`src/pkg/als_cfg.svh`:
```
/*
 * constants for the ambient light readout: bus address, result register
 * pointers, reset values and conversion timing at the 200 MHz clock.
 * assumes it is included by bare name wherever a constant is needed.
 */
`ifndef ALS_CFG_SVH
`define ALS_CFG_SVH

// ******************************************************************
// bus addressing
// ******************************************************************
`define ALS_I2C_ADDR7     7'h13
`define ALS_REG_RES_HI    8'h85
`define ALS_REG_RES_LO    8'h86
`define ALS_PTR_RESET     8'h85
`define ALS_RESULT_RESET  16'h0000
`define ALS_UNMAPPED_BYTE 8'h00

// ******************************************************************
// timing
// ******************************************************************
`define ALS_CLK_MHZ       200
`define ALS_FRAME_MS      100
`define ALS_CONV_US       300
`define ALS_FRAME_CYC     (`ALS_FRAME_MS * 1000 * `ALS_CLK_MHZ)
`define ALS_CONV_CYC      (`ALS_CONV_US * `ALS_CLK_MHZ)
`define ALS_AVG_MAX       128

`endif

```
`src/pkg/als_pkg.sv`:
```
/*
 * types shared by the ambient light readout modules.
 * assumes als_cfg.svh supplies the numeric constants.
 */
package als_pkg;

    // ******************************************************************
    // carriers
    // ******************************************************************
    typedef struct packed {
        logic       enable;    // measurement requested
        logic       cont;      // continuous conversion select
        logic [2:0] avg_code;  // average over 2**avg_code conversions
    } als_ctrl_t;

    typedef struct packed {
        logic [15:0] value;
        logic        valid;    // one-cycle pulse on each new result
    } als_result_t;

    // ******************************************************************
    // state machines
    // ******************************************************************
    typedef enum logic [1:0] {SEQ_IDLE, SEQ_CONV, SEQ_WAIT} seq_state_t;

    typedef enum logic [2:0] {
        BUS_IDLE, BUS_ADDR, BUS_ADDR_ACK, BUS_RX, BUS_RX_ACK,
        BUS_TX, BUS_TX_ACK, BUS_TX_LOAD
    } bus_state_t;

endpackage

```
`src/verilog/als_readout.sv`:
```
/*
 * ambient light readout top: i2c target that serves the result
 * registers through an auto-incrementing pointer, plus the sequencer.
 * assumes scl and sda come from pins, sda is open drain, and the
 * control word and sample arrive on the clk domain.
 */
`timescale 1ns/100ps
`include "als_cfg.svh"

module als_readout #(
    parameter int unsigned FRAME_CYC = `ALS_FRAME_CYC,
    parameter int unsigned CONV_CYC  = `ALS_CONV_CYC
) (
    input  wire logic               clk,
    input  wire logic               rst_b,
    input  wire logic               scl_in,
    input  wire logic               sda_in,
    output      logic               sda_out,
    output      logic               sda_oe,
    input  wire als_pkg::als_ctrl_t ctrl,
    input  wire logic [15:0]        sample,
    output      als_pkg::als_result_t result,
    output      logic               conv_active
);

    // ******************************************************************
    // register view
    // ******************************************************************
    // unmapped pointers read as a constant so the host never hangs
    function automatic logic [7:0] reg_byte(input logic [7:0]  ptr,
                                            input logic [15:0] res);
        if (ptr == `ALS_REG_RES_HI) begin
            reg_byte = res[15:8];
        end else if (ptr == `ALS_REG_RES_LO) begin
            reg_byte = res[7:0];
        end else begin
            reg_byte = `ALS_UNMAPPED_BYTE;
        end
    endfunction

    logic scl_m_q, scl_s_q, scl_p_q;
    logic sda_m_q, sda_s_q, sda_p_q;
    logic scl_rise, scl_fall, bus_start, bus_stop;

    // ******************************************************************
    // pin synchronisers
    // ******************************************************************
    // bus lines idle high, so reset to high avoids a false start
    always_ff @(posedge clk) begin
        if (!rst_b) begin
            scl_m_q <= 1'b1;
            scl_s_q <= 1'b1;
            scl_p_q <= 1'b1;
            sda_m_q <= 1'b1;
            sda_s_q <= 1'b1;
            sda_p_q <= 1'b1;
        end else begin
            scl_m_q <= scl_in;
            scl_s_q <= scl_m_q;
            scl_p_q <= scl_s_q;
            sda_m_q <= sda_in;
            sda_s_q <= sda_m_q;
            sda_p_q <= sda_s_q;
        end
    end

    // edges only from the second stage onward
    assign scl_rise  = scl_s_q & ~scl_p_q;
    assign scl_fall  = ~scl_s_q & scl_p_q;
    assign bus_start = scl_s_q & scl_p_q & sda_p_q & ~sda_s_q;
    assign bus_stop  = scl_s_q & scl_p_q & ~sda_p_q & sda_s_q;

    // ******************************************************************
    // measurement sequencer
    // ******************************************************************
    als_conv_seq #(
        .FRAME_CYC (FRAME_CYC),
        .CONV_CYC  (CONV_CYC)
    ) u_seq (
        .clk         (clk),
        .rst_b       (rst_b),
        .ctrl        (ctrl),
        .sample      (sample),
        .result      (result),
        .conv_active (conv_active)
    );

    // ******************************************************************
    // i2c target
    // ******************************************************************
    als_pkg::bus_state_t st_q, st_d;
    logic [7:0]          sh_q, sh_d;
    logic [7:0]          tx_q, tx_d;
    logic [2:0]          cnt_q, cnt_d;
    logic [7:0]          ptr_q, ptr_d;
    logic                rw_q, rw_d;
    logic                oe_q, oe_d;
    logic                got_ptr_q, got_ptr_d;
    logic [7:0]          sh_next;
    logic [7:0]          ld_byte;

    assign sda_out = 1'b0;   // open drain: only ever pulls low
    assign sda_oe  = oe_q;

    // ack phases use oe_q as a half-bit marker: first fall drives the
    // ack low; the next fall releases it, or after a read address drives
    // bit 7 of the first byte, and moves on
    always_comb begin
        st_d      = st_q;
        sh_d      = sh_q;
        tx_d      = tx_q;
        cnt_d     = cnt_q;
        ptr_d     = ptr_q;
        rw_d      = rw_q;
        oe_d      = oe_q;
        got_ptr_d = got_ptr_q;
        sh_next   = {sh_q[6:0], sda_s_q};
        ld_byte   = reg_byte(ptr_q, result.value);
        if (bus_start) begin
            st_d      = als_pkg::BUS_ADDR;
            cnt_d     = '0;
            oe_d      = 1'b0;
            got_ptr_d = 1'b0;
        end else if (bus_stop) begin
            st_d = als_pkg::BUS_IDLE;
            oe_d = 1'b0;
        end else begin
            case (st_q)
                als_pkg::BUS_ADDR: begin
                    if (scl_rise) begin
                        sh_d  = sh_next;
                        cnt_d = cnt_q + 3'h1;
                        if (cnt_q == 3'h7) begin
                            rw_d = sh_next[0];
                            st_d = (sh_next[7:1] == `ALS_I2C_ADDR7)
                                 ? als_pkg::BUS_ADDR_ACK
                                 : als_pkg::BUS_IDLE;
                        end
                    end
                end
                als_pkg::BUS_ADDR_ACK: begin
                    if (scl_fall && !oe_q) begin
                        oe_d = 1'b1;
                    end else if (scl_fall && rw_q) begin
                        tx_d  = ld_byte;
                        oe_d  = ~ld_byte[7];
                        cnt_d = '0;
                        st_d  = als_pkg::BUS_TX;
                    end else if (scl_fall) begin
                        oe_d  = 1'b0;
                        cnt_d = '0;
                        st_d  = als_pkg::BUS_RX;
                    end
                end
                als_pkg::BUS_RX: begin
                    if (scl_rise) begin
                        sh_d  = sh_next;
                        cnt_d = cnt_q + 3'h1;
                        if (cnt_q == 3'h7) begin
                            // only the first byte is a pointer
                            if (!got_ptr_q) begin
                                ptr_d = sh_next;
                            end
                            got_ptr_d = 1'b1;
                            st_d      = als_pkg::BUS_RX_ACK;
                        end
                    end
                end
                als_pkg::BUS_RX_ACK: begin
                    if (scl_fall && !oe_q) begin
                        oe_d = 1'b1;
                    end else if (scl_fall) begin
                        oe_d  = 1'b0;
                        cnt_d = '0;
                        st_d  = als_pkg::BUS_RX;
                    end
                end
                als_pkg::BUS_TX: begin
                    if (scl_fall) begin
                        tx_d  = {tx_q[6:0], 1'b0};
                        cnt_d = cnt_q + 3'h1;
                        oe_d  = ~tx_q[6];
                        if (cnt_q == 3'h7) begin
                            oe_d  = 1'b0;
                            ptr_d = ptr_q + 8'h01;
                            st_d  = als_pkg::BUS_TX_ACK;
                        end
                    end
                end
                als_pkg::BUS_TX_ACK: begin
                    if (scl_rise) begin
                        st_d = sda_s_q ? als_pkg::BUS_IDLE
                                       : als_pkg::BUS_TX_LOAD;
                    end
                end
                als_pkg::BUS_TX_LOAD: begin
                    if (scl_fall) begin
                        tx_d  = ld_byte;
                        oe_d  = ~ld_byte[7];
                        cnt_d = '0;
                        st_d  = als_pkg::BUS_TX;
                    end
                end
                default: begin
                    st_d = als_pkg::BUS_IDLE;
                    oe_d = 1'b0;
                end
            endcase
        end
    end

    // pointer survives stop so a later read continues from it
    always_ff @(posedge clk) begin
        if (!rst_b) begin
            st_q      <= als_pkg::BUS_IDLE;
            sh_q      <= '0;
            tx_q      <= '0;
            cnt_q     <= '0;
            ptr_q     <= `ALS_PTR_RESET;
            rw_q      <= 1'b0;
            oe_q      <= 1'b0;
            got_ptr_q <= 1'b0;
        end else begin
            st_q      <= st_d;
            sh_q      <= sh_d;
            tx_q      <= tx_d;
            cnt_q     <= cnt_d;
            ptr_q     <= ptr_d;
            rw_q      <= rw_d;
            oe_q      <= oe_d;
            got_ptr_q <= got_ptr_d;
        end
    end

endmodule

```
`src/verilog/als_conv_seq.sv`:
```
/*
 * conversion sequencer: times single conversions, accumulates samples
 * and publishes the averaged result per frame or per run.
 * assumes sample is a same-clock value valid at each conversion end.
 */
`timescale 1ns/100ps
`include "als_cfg.svh"

module als_conv_seq #(
    parameter int unsigned FRAME_CYC = `ALS_FRAME_CYC,
    parameter int unsigned CONV_CYC  = `ALS_CONV_CYC
) (
    input  wire logic               clk,
    input  wire logic               rst_b,
    input  wire als_pkg::als_ctrl_t ctrl,
    input  wire logic [15:0]        sample,
    output      als_pkg::als_result_t result,
    output      logic               conv_active
);

    localparam logic [24:0] FRAME_LAST = 25'(FRAME_CYC - 1);
    localparam logic [24:0] CONV_LAST  = 25'(CONV_CYC - 1);

    // ******************************************************************
    // averaging
    // ******************************************************************
    // a power-of-two count lets the average be a shift, no divider
    function automatic logic [15:0] avg(input logic [22:0] sum,
                                        input logic [2:0]  code);
        avg = 16'(sum >> code);
    endfunction

    als_pkg::seq_state_t  st_q, st_d;
    logic [24:0]          frame_q, frame_d;
    logic [24:0]          conv_q, conv_d;
    logic [7:0]           n_q, n_d;
    logic [22:0]          acc_q, acc_d;
    logic [22:0]          acc_sum;
    als_pkg::als_ctrl_t   mode_q, mode_d;
    als_pkg::als_result_t res_q, res_d;
    logic                 busy_q, busy_d;
    logic                 last_n;

    assign result      = res_q;
    assign conv_active = busy_q;

    // ******************************************************************
    // sequencing
    // ******************************************************************
    // mode and count are latched per run so a change never splits one
    always_comb begin
        st_d      = st_q;
        frame_d   = frame_q;
        conv_d    = conv_q;
        n_d       = n_q;
        acc_d     = acc_q;
        mode_d    = mode_q;
        res_d     = res_q;
        res_d.valid = 1'b0;
        busy_d    = busy_q;
        acc_sum   = acc_q + 23'(sample);
        last_n    = (n_q == 8'((9'h001 << mode_q.avg_code) - 9'h001));
        case (st_q)
            als_pkg::SEQ_IDLE: begin
                if (ctrl.enable) begin
                    st_d    = als_pkg::SEQ_CONV;
                    frame_d = '0;
                    conv_d  = '0;
                    n_d     = '0;
                    acc_d   = '0;
                    mode_d  = ctrl;
                    busy_d  = 1'b1;
                end
            end
            als_pkg::SEQ_CONV: begin
                frame_d = frame_q + 25'h0000001;
                conv_d  = conv_q + 25'h0000001;
                if (conv_q == CONV_LAST) begin
                    conv_d = '0;
                    acc_d  = acc_sum;
                    n_d    = n_q + 8'h01;
                    if (last_n && mode_q.cont) begin
                        res_d.value = avg(acc_sum, mode_q.avg_code);
                        res_d.valid = 1'b1;
                        acc_d   = '0;
                        n_d     = '0;
                        frame_d = '0;
                        mode_d  = ctrl;
                        if (!ctrl.enable) begin
                            st_d   = als_pkg::SEQ_IDLE;
                            busy_d = 1'b0;
                        end
                    end else if (last_n) begin
                        st_d   = als_pkg::SEQ_WAIT;
                        busy_d = 1'b0;
                    end
                end
            end
            als_pkg::SEQ_WAIT: begin
                frame_d = frame_q + 25'h0000001;
                if (frame_q == FRAME_LAST) begin
                    res_d.value = avg(acc_q, mode_q.avg_code);
                    res_d.valid = 1'b1;
                    st_d    = ctrl.enable ? als_pkg::SEQ_CONV
                                          : als_pkg::SEQ_IDLE;
                    busy_d  = ctrl.enable;
                    frame_d = '0;
                    conv_d  = '0;
                    n_d     = '0;
                    acc_d   = '0;
                    mode_d  = ctrl;
                end
            end
            default: st_d = als_pkg::SEQ_IDLE;
        endcase
    end

    always_ff @(posedge clk) begin
        if (!rst_b) begin
            st_q    <= als_pkg::SEQ_IDLE;
            frame_q <= '0;
            conv_q  <= '0;
            n_q     <= '0;
            acc_q   <= '0;
            mode_q  <= '0;
            res_q   <= '{value: `ALS_RESULT_RESET, valid: 1'b0};
            busy_q  <= 1'b0;
        end else begin
            st_q    <= st_d;
            frame_q <= frame_d;
            conv_q  <= conv_d;
            n_q     <= n_d;
            acc_q   <= acc_d;
            mode_q  <= mode_d;
            res_q   <= res_d;
            busy_q  <= busy_d;
        end
    end

endmodule

```
`config.mk`:
```
export PLATFORM = sky130hd
export DESIGN_NAME = als_readout
export DESIGN_NICKNAME = d
export VERILOG_FILES = /design/src/pkg/als_pkg.sv /design/src/verilog/als_readout.sv /design/src/verilog/als_conv_seq.sv
export VERILOG_INCLUDE_DIRS = /design/src /design/src/pkg
export SDC_FILE = /design/constraint.sdc
export NUM_CORES = 1
export LEC_CHECK = 0
export ABC_AREA = 1
export BUFFER_PORTS_ARGS = -buffer_cell sky130_fd_sc_hd__buf_2
export CAP_MARGIN = 0
export CORE_UTILIZATION = 35
export DETAILED_ROUTE_END_ITERATION = 12
export PLACE_DENSITY_LB_ADDON = 0.12
export REMOVE_ABC_BUFFERS = 1
export SYNTH_ARGS = -nofsm -noshare
export SYNTH_HDL_FRONTEND = slang
export SYNTH_SLANG_ARGS = --single-unit
```
`constraint.sdc`:
```
create_clock -name clk -period 3.7 [get_ports clk]
set_input_delay 0.74 -clock clk [delete_from_list [all_inputs] [get_ports clk]]
set_output_delay 0.74 -clock clk [all_outputs]
set_load 0.01 [all_outputs]
```
* Word level (Yosys, flattened, before mapping)
Index checks and enable logic that the tools add are counted.
** Storage, ports and cells
- Bits in registers :: 142
- Input port bits :: 25
- Output and inout port bits :: 20
- Logic and storage cells :: 214
** Cells by class
- $add $sub $neg :: 7
- Equal/unequal tests :: 45
- Shift-type cells :: 3
- Multiplexer cells :: 87
- Bitwise logic cells :: 17
- Reductions and logical operators :: 30
** Operator list (count)
- $mux 25 :: 6
- $pmux 25 s3 :: 2
- $mux 23 :: 4
- $mux 8 :: 11
- $pmux 23 s3 :: 1
- $mux 3 :: 19
- $mux 17 :: 3
- $add 25x1->25 const B :: 2
- $shr 23x3->16 :: 2
- $ne 4x4->1 const B :: 10
- $pmux 17 s2 :: 1
- $mux 7 :: 4
- $ne 2x2->1 const B :: 13
- $eq 25x16->1 const B :: 1
- $eq 25x25->1 const B :: 1
- $pmux 8 s3 :: 1
- $add 23x16->23 :: 1
- $pmux 3 s7 :: 1
- $pmux 7 s3 :: 1
- $reduce_and 10->1 :: 2
- $add 8x1->8 const B :: 2
- $eq 8x8->1 const B :: 2
- $mux 1 :: 16
- $mux 4 :: 4
- 37 further kinds :: 79

* Longest topological paths before layout
- Depth after elaboration :: 8
- Mapped depth :: 22
- Depth with buffers taken out :: 19

* Modules after synthesis
From an unflattened synthesis, not the netlist that was laid out.
** Second synthesis, totals
- Cells, all modules :: 1729
- Area total of the unflattened synthesis :: 10410.0 um2
** Modules (own cells, without submodules)
- als_conv_seq :: instances 1, cells each 1350, area each 8089.0 um2, seq. area each 2102.0 um2
- als_readout :: instances 1, cells each 379, area each 2321.0 um2, seq. area each 740.7 um2

* Worst setup path before layout
OpenSTA, ideal clock, no wires.
- Kind :: flip-flop to flip-flop
- From :: register u_seq.mode_q[2] (netlist bit)
- To :: register u_seq.frame_q[11]
- Setup time :: 0.116 ns
- Arrival :: 2.711 ns
- Required time :: 3.584 ns
- Setup slack :: 0.873 ns
- Stages on the path, launching flop included :: 21
- Path buffers :: 3
- Clock period less this slack :: 2.827 ns
- Cells stage by stage :: dfxtp_1 > inv_1 > clkbuf_1 > clkbuf_1 > nand2_1 > ha_1 > inv_1 > nor2_1 > nor2_1 > nand2_1 > nand2_1 > nand2_1 > nor2_2 > nand4_2 > nand2_4 > inv_2 > nor2_8 > o21ai_0 > nand2_1 > buf_4 > nor2_1
** On the way
- Longest elaborated chain between the ends :: 7
** Ends and longest elaborated chain
- start, declared :: line als_conv_seq.sv:39 : als_pkg::als_ctrl_t mode_q, mode_d;
- start signal, assigned :: line als_conv_seq.sv:134 : mode_q <= mode_d;
- $shl 1x3->8 :: line als_conv_seq.sv:62 : last_n = (n_q == 8'((9'h001 << mode_q.avg_code) - 9'h001));
- $sub 8x1->8 :: line als_conv_seq.sv:62
- $eq 8x8->1 :: line als_conv_seq.sv:62
- $logic_and 1x1->1 :: line als_conv_seq.sv:82 : if (last_n && mode_q.cont) begin
- $mux 25 :: line als_conv_seq.sv:82
- $mux 25 :: line als_conv_seq.sv:78 : if (conv_q == CONV_LAST) begin
- $pmux 25 s3 :: line als_conv_seq.sv:63 : case (st_q)
- end signal, assigned :: line als_conv_seq.sv:130 : frame_q <= frame_d;
- end, declared :: line als_conv_seq.sv:34 : logic [24:0] frame_q, frame_d;
Every way passes these cells.
A chain may end at the register's enable or synchronous reset.

* Worst setup path after layout
- From :: register u_seq.mode_q[1] (netlist bit)
- To :: register u_seq.frame_q[23]
The elaborated chain is that of the path after synthesis.

==> results by group <==
Status
  • Status: complete, no violations

Placement
  • Gpl congestion: 0.869
  • Post-DP HPWL: 22,600 um
  • I/O Buffers: 43
  • Dpl ws: 0.640 ns
  • Placed Area: 10,300 um2
  • DP Cell Count: 1,952

Floorplanning
  • Number of I/O pins: 45
  • Die Width: 169 um
  • Core ar.: 27,200 um2
  • Initial Utilization: a little over a third
  • Full die area: between 20,000 and 30,000 um2
  • Chip Height: 169 um
  • Cell row count: 60

Logic synthesis
  • Post-synth EDFFs: 0
  • Yosys reg bits: 142
  • Synth Area per Inst: between 6 and 7 um2
  • Largest area contributor in the netlist: dfxtp_1
  • Synthesized area: 9750 um2
  • Synth top area share: 29.2%
  • Synth Flop Type: dfxtp_1
  • Cell count after synthesis: 1,575
  • Async SR Flop Fraction: 0%
  • Sequential element share of the synthesized area: 29.2%
  • Post-synth cell types: 55
  • Synthesis warning total: 0
  • Largest cells by area after synthesis: dfxtp_1 (29%), nand2_1 (17%), nand3_1 (8.0%)

Worst setup path
  • Endpoint class of the critical path: flip-flop
  • Critical path's top delay family: simple AND/OR/NAND/NOR gates
  • Crit-path most repeated cell: nand2_1
  • Largest fanout on the critical path: 32
  • Critical path start-end classification: flip-flop to flip-flop
  • CP required: 3.99 ns
  • Worst setup SP type: flip-flop
  • Slowest cell on crit path: nand2_1
  • WP buf/inv: 3
  • Crit path cell chain: buf_4 > inv_6 > nor2_4 > nand2_1 > nand2_1 > o21ai_1 > nand2_1 > nand4_2 > nand2_4 > inv_2 > nor2_8 > o21ai_0 > nand2_1 > nor3_1
  • Worst EP arrival: around 3.3 ns
  • R2r setup slk: between 0.7 and 0.8 ns
  • Crit-path max cell delay: 0.53 ns

Clock network
  • CTS max path bufs: 2
  • Clock latency on the worst-skew pair: 0.43 ns
  • Post-CTS Setup Bufs: 0
  • Inserted Clock Buffers: 17
  • Sink Count: ~140
  • Hold buffers post-CTS: 0
  • Clock Tree Root: clkbuf_16
  • CTS tree: done
  • H-Tree Depth: 4
  • Clock-pin slew of the registers on the worst-case setup and hold paths: 0.06 ns
  • Cts repair resizes: 0

Layout
  • Fillcell total: 3,078
  • Fraction of layout cells with a size suffix above 1: 7.63%
  • Antenna diode instance count: 0
  • Design Area, Final: 10,800 um2
  • Non-Filler Instances: 1,984
  • Most frequent cells in the layout: nand2_1 (435), inv_1 (188), nand3_1 (155), nor2_1 (149), dfxtp_1 (141)
  • Synthesis-to-finish area growth: 11.2%
  • Commonest non-fill, non-tap cell in the layout: nand2_1
  • Nets: 1,654

Job
  • Max cap viols: 0

Detailed routing
  • Final antenna-violating net count: 0
  • DR WL/cell: 14.9 um
  • Routed via count: 10,000
  • First drt pass iteration count: 4
  • Post-Route WL: 29,600 um
  • Vias per cell: 5.06
  • Residual DRC count: 0
  • Drt initial violations: between 600 and 700

Timing
  • Worst hold slack: approximately 0.42 ns
  • Fin. max-slew vios: 0
  • Final worst path period need: approximately 3.0 ns
  • RSZ-0062 raised after global routing: false
  • Final setup skew: ~0.011 ns
  • Max Fclk: around 0.34 GHz
  • Period utilisation layout: 80.5%
  • Slew @ Worst Pin: 0.663 ns
  • Fin. Hold Viols: 0
  • Final worst slack: 0.721 ns
  • Endpoints failing setup: 0
  • Slew HR: 55.5%

Power
  • Pleak: 4.64 nW
  • Final Power: 0.00622 W
  • Maximum VDD drop: 0.307 mV
  • PD cells: about 570 nW/um2

Global routing
  • Total gr overflow: 0
  • Overall Global Routing Usage: 21.5%
  • Largest net degree at the start of global routing: 60
  • Vias in the first global route: approximately 9,500
  • Initial antenna violation count: 0
  • First-pass GRT wire length: 48,700 um

Hold path
  • Hold crit path type: flip-flop to flip-flop
==> final timing paths <==
kind,startpoint,end,cells past startpoint
setup / recovery,u_seq.mode_q[1],u_seq.frame_q[23],14
hold / removal,scl_m_q,scl_s_q,1
setup reg to reg,u_seq.mode_q[1],u_seq.frame_q[23],14
hold reg to reg,scl_m_q,scl_s_q,1
==> synthesized netlist by cell type, types with 5 or more instances <==
cell and n:
xnor2_1 7, ha_1 29, nor3_1 38, a21oi_1 106
clkbuf_1 33, a31oi_1 8, o211ai_1 5, o21ai_0 95
dfxtp_1 142, buf_4 5, buf_2 6, or2_2 8
and2_1 10, nand3b_1 6, xor2_1 20, nand4_1 20
nand3_1 155, nor4_1 8, a211oi_1 9, o22ai_1 25
nand2_1 435, nor2_1 149, o21a_1 5, inv_1 188
==> through the flow <==
| stage | setup TNS (ns) | util [%] |
|---|---|---|
| after floorplan | -5.78 | - |
| final | 0 | 39.9 |
| after global routing | 0 | 39.9 |
| after detailed placement | 0 | 37.8 |
| after CTS | 0 | 39.9 |
| after global placement | 0 | 37.8 |
==> power by group <==
part,leakage (nW),internal [W],total [W],switching (W)
Clock,0.261,0.000942,0.00166,0.000717
Combinational,3.23,0.000809,0.00279,0.00198
Sequential,1.15,0.00165,0.00177,0.000119
Total,4.64,0.00340,0.00622,0.00282
==> metal layers <==
| layer | wire length (um) | vias to the layer above | GRT usage (%) |
|---|---|---|---|
| met2 | 13200 | 190 | 34.5 |
| met5 | 0 | - | 0 |
| met3 | 1010 | 37 | 3.04 |
| li1 | - | 5243 | - |
| met1 | 14800 | 4572 | 29.6 |
| met4 | 537 | 0 | 6.60 |
==> cells by family after synthesis <==
group / synth area share [%]
AND/OR/NAND/NOR: 37.9
AO/OA/AOI/OAI: 16.1
buffers and inverters: 10.0
flip-flops: 29.2
adder cells (fa/ha/maj): 3.93
XOR/XNOR: 2.43
multiplexers: 0.411
other: 0.0385
==> registers in the layout, indices dropped and copies added, names as in the netlist <==
name and count:
scl_m_q 1, sda_s_q 1, sda_p_q 1, u_seq.conv_active 1, u_seq.st_q 2, u_seq.n_q 8
ptr_q 8, got_ptr_q 1, u_seq.frame_q 25, u_seq.mode_q 4, u_seq.conv_q 25, sh_q 7
sda_oe 1, u_seq.result 17, sda_m_q 1, u_seq.acc_q 23, cnt_q 3, scl_s_q 1
rw_q 1, st_q 3, tx_q 7, scl_p_q 1
==> worst reg2reg max path, delay by kind of cell, from the launching register on <==
kind                   cells  cell delay, ns
flip-flops                 1            0.45
AO/OA/AOI/OAI              2            0.15
AND/OR/NAND/NOR            9            1.56
buffers and inverters      3            0.69
==> cell type report <==
| cell class | count | area [um2] | share of cell area (%) |
|---|---|---|---|
| Inverter | 194 | 733 | 6.76 |
| Clock buffer | 19 | 443 | 4.09 |
| Multi-Input combinational cell | 1189 | 5930 | 54.7 |
| Clock inverter | 13 | 118 | 1.09 |
| Sequential cell | 142 | 2840 | 26.2 |
| Tap cell | 372 | 465 | 4.29 |
| Timing Repair Buffer | 55 | 305 | 2.82 |
Power figures use the tool's default switching activity.
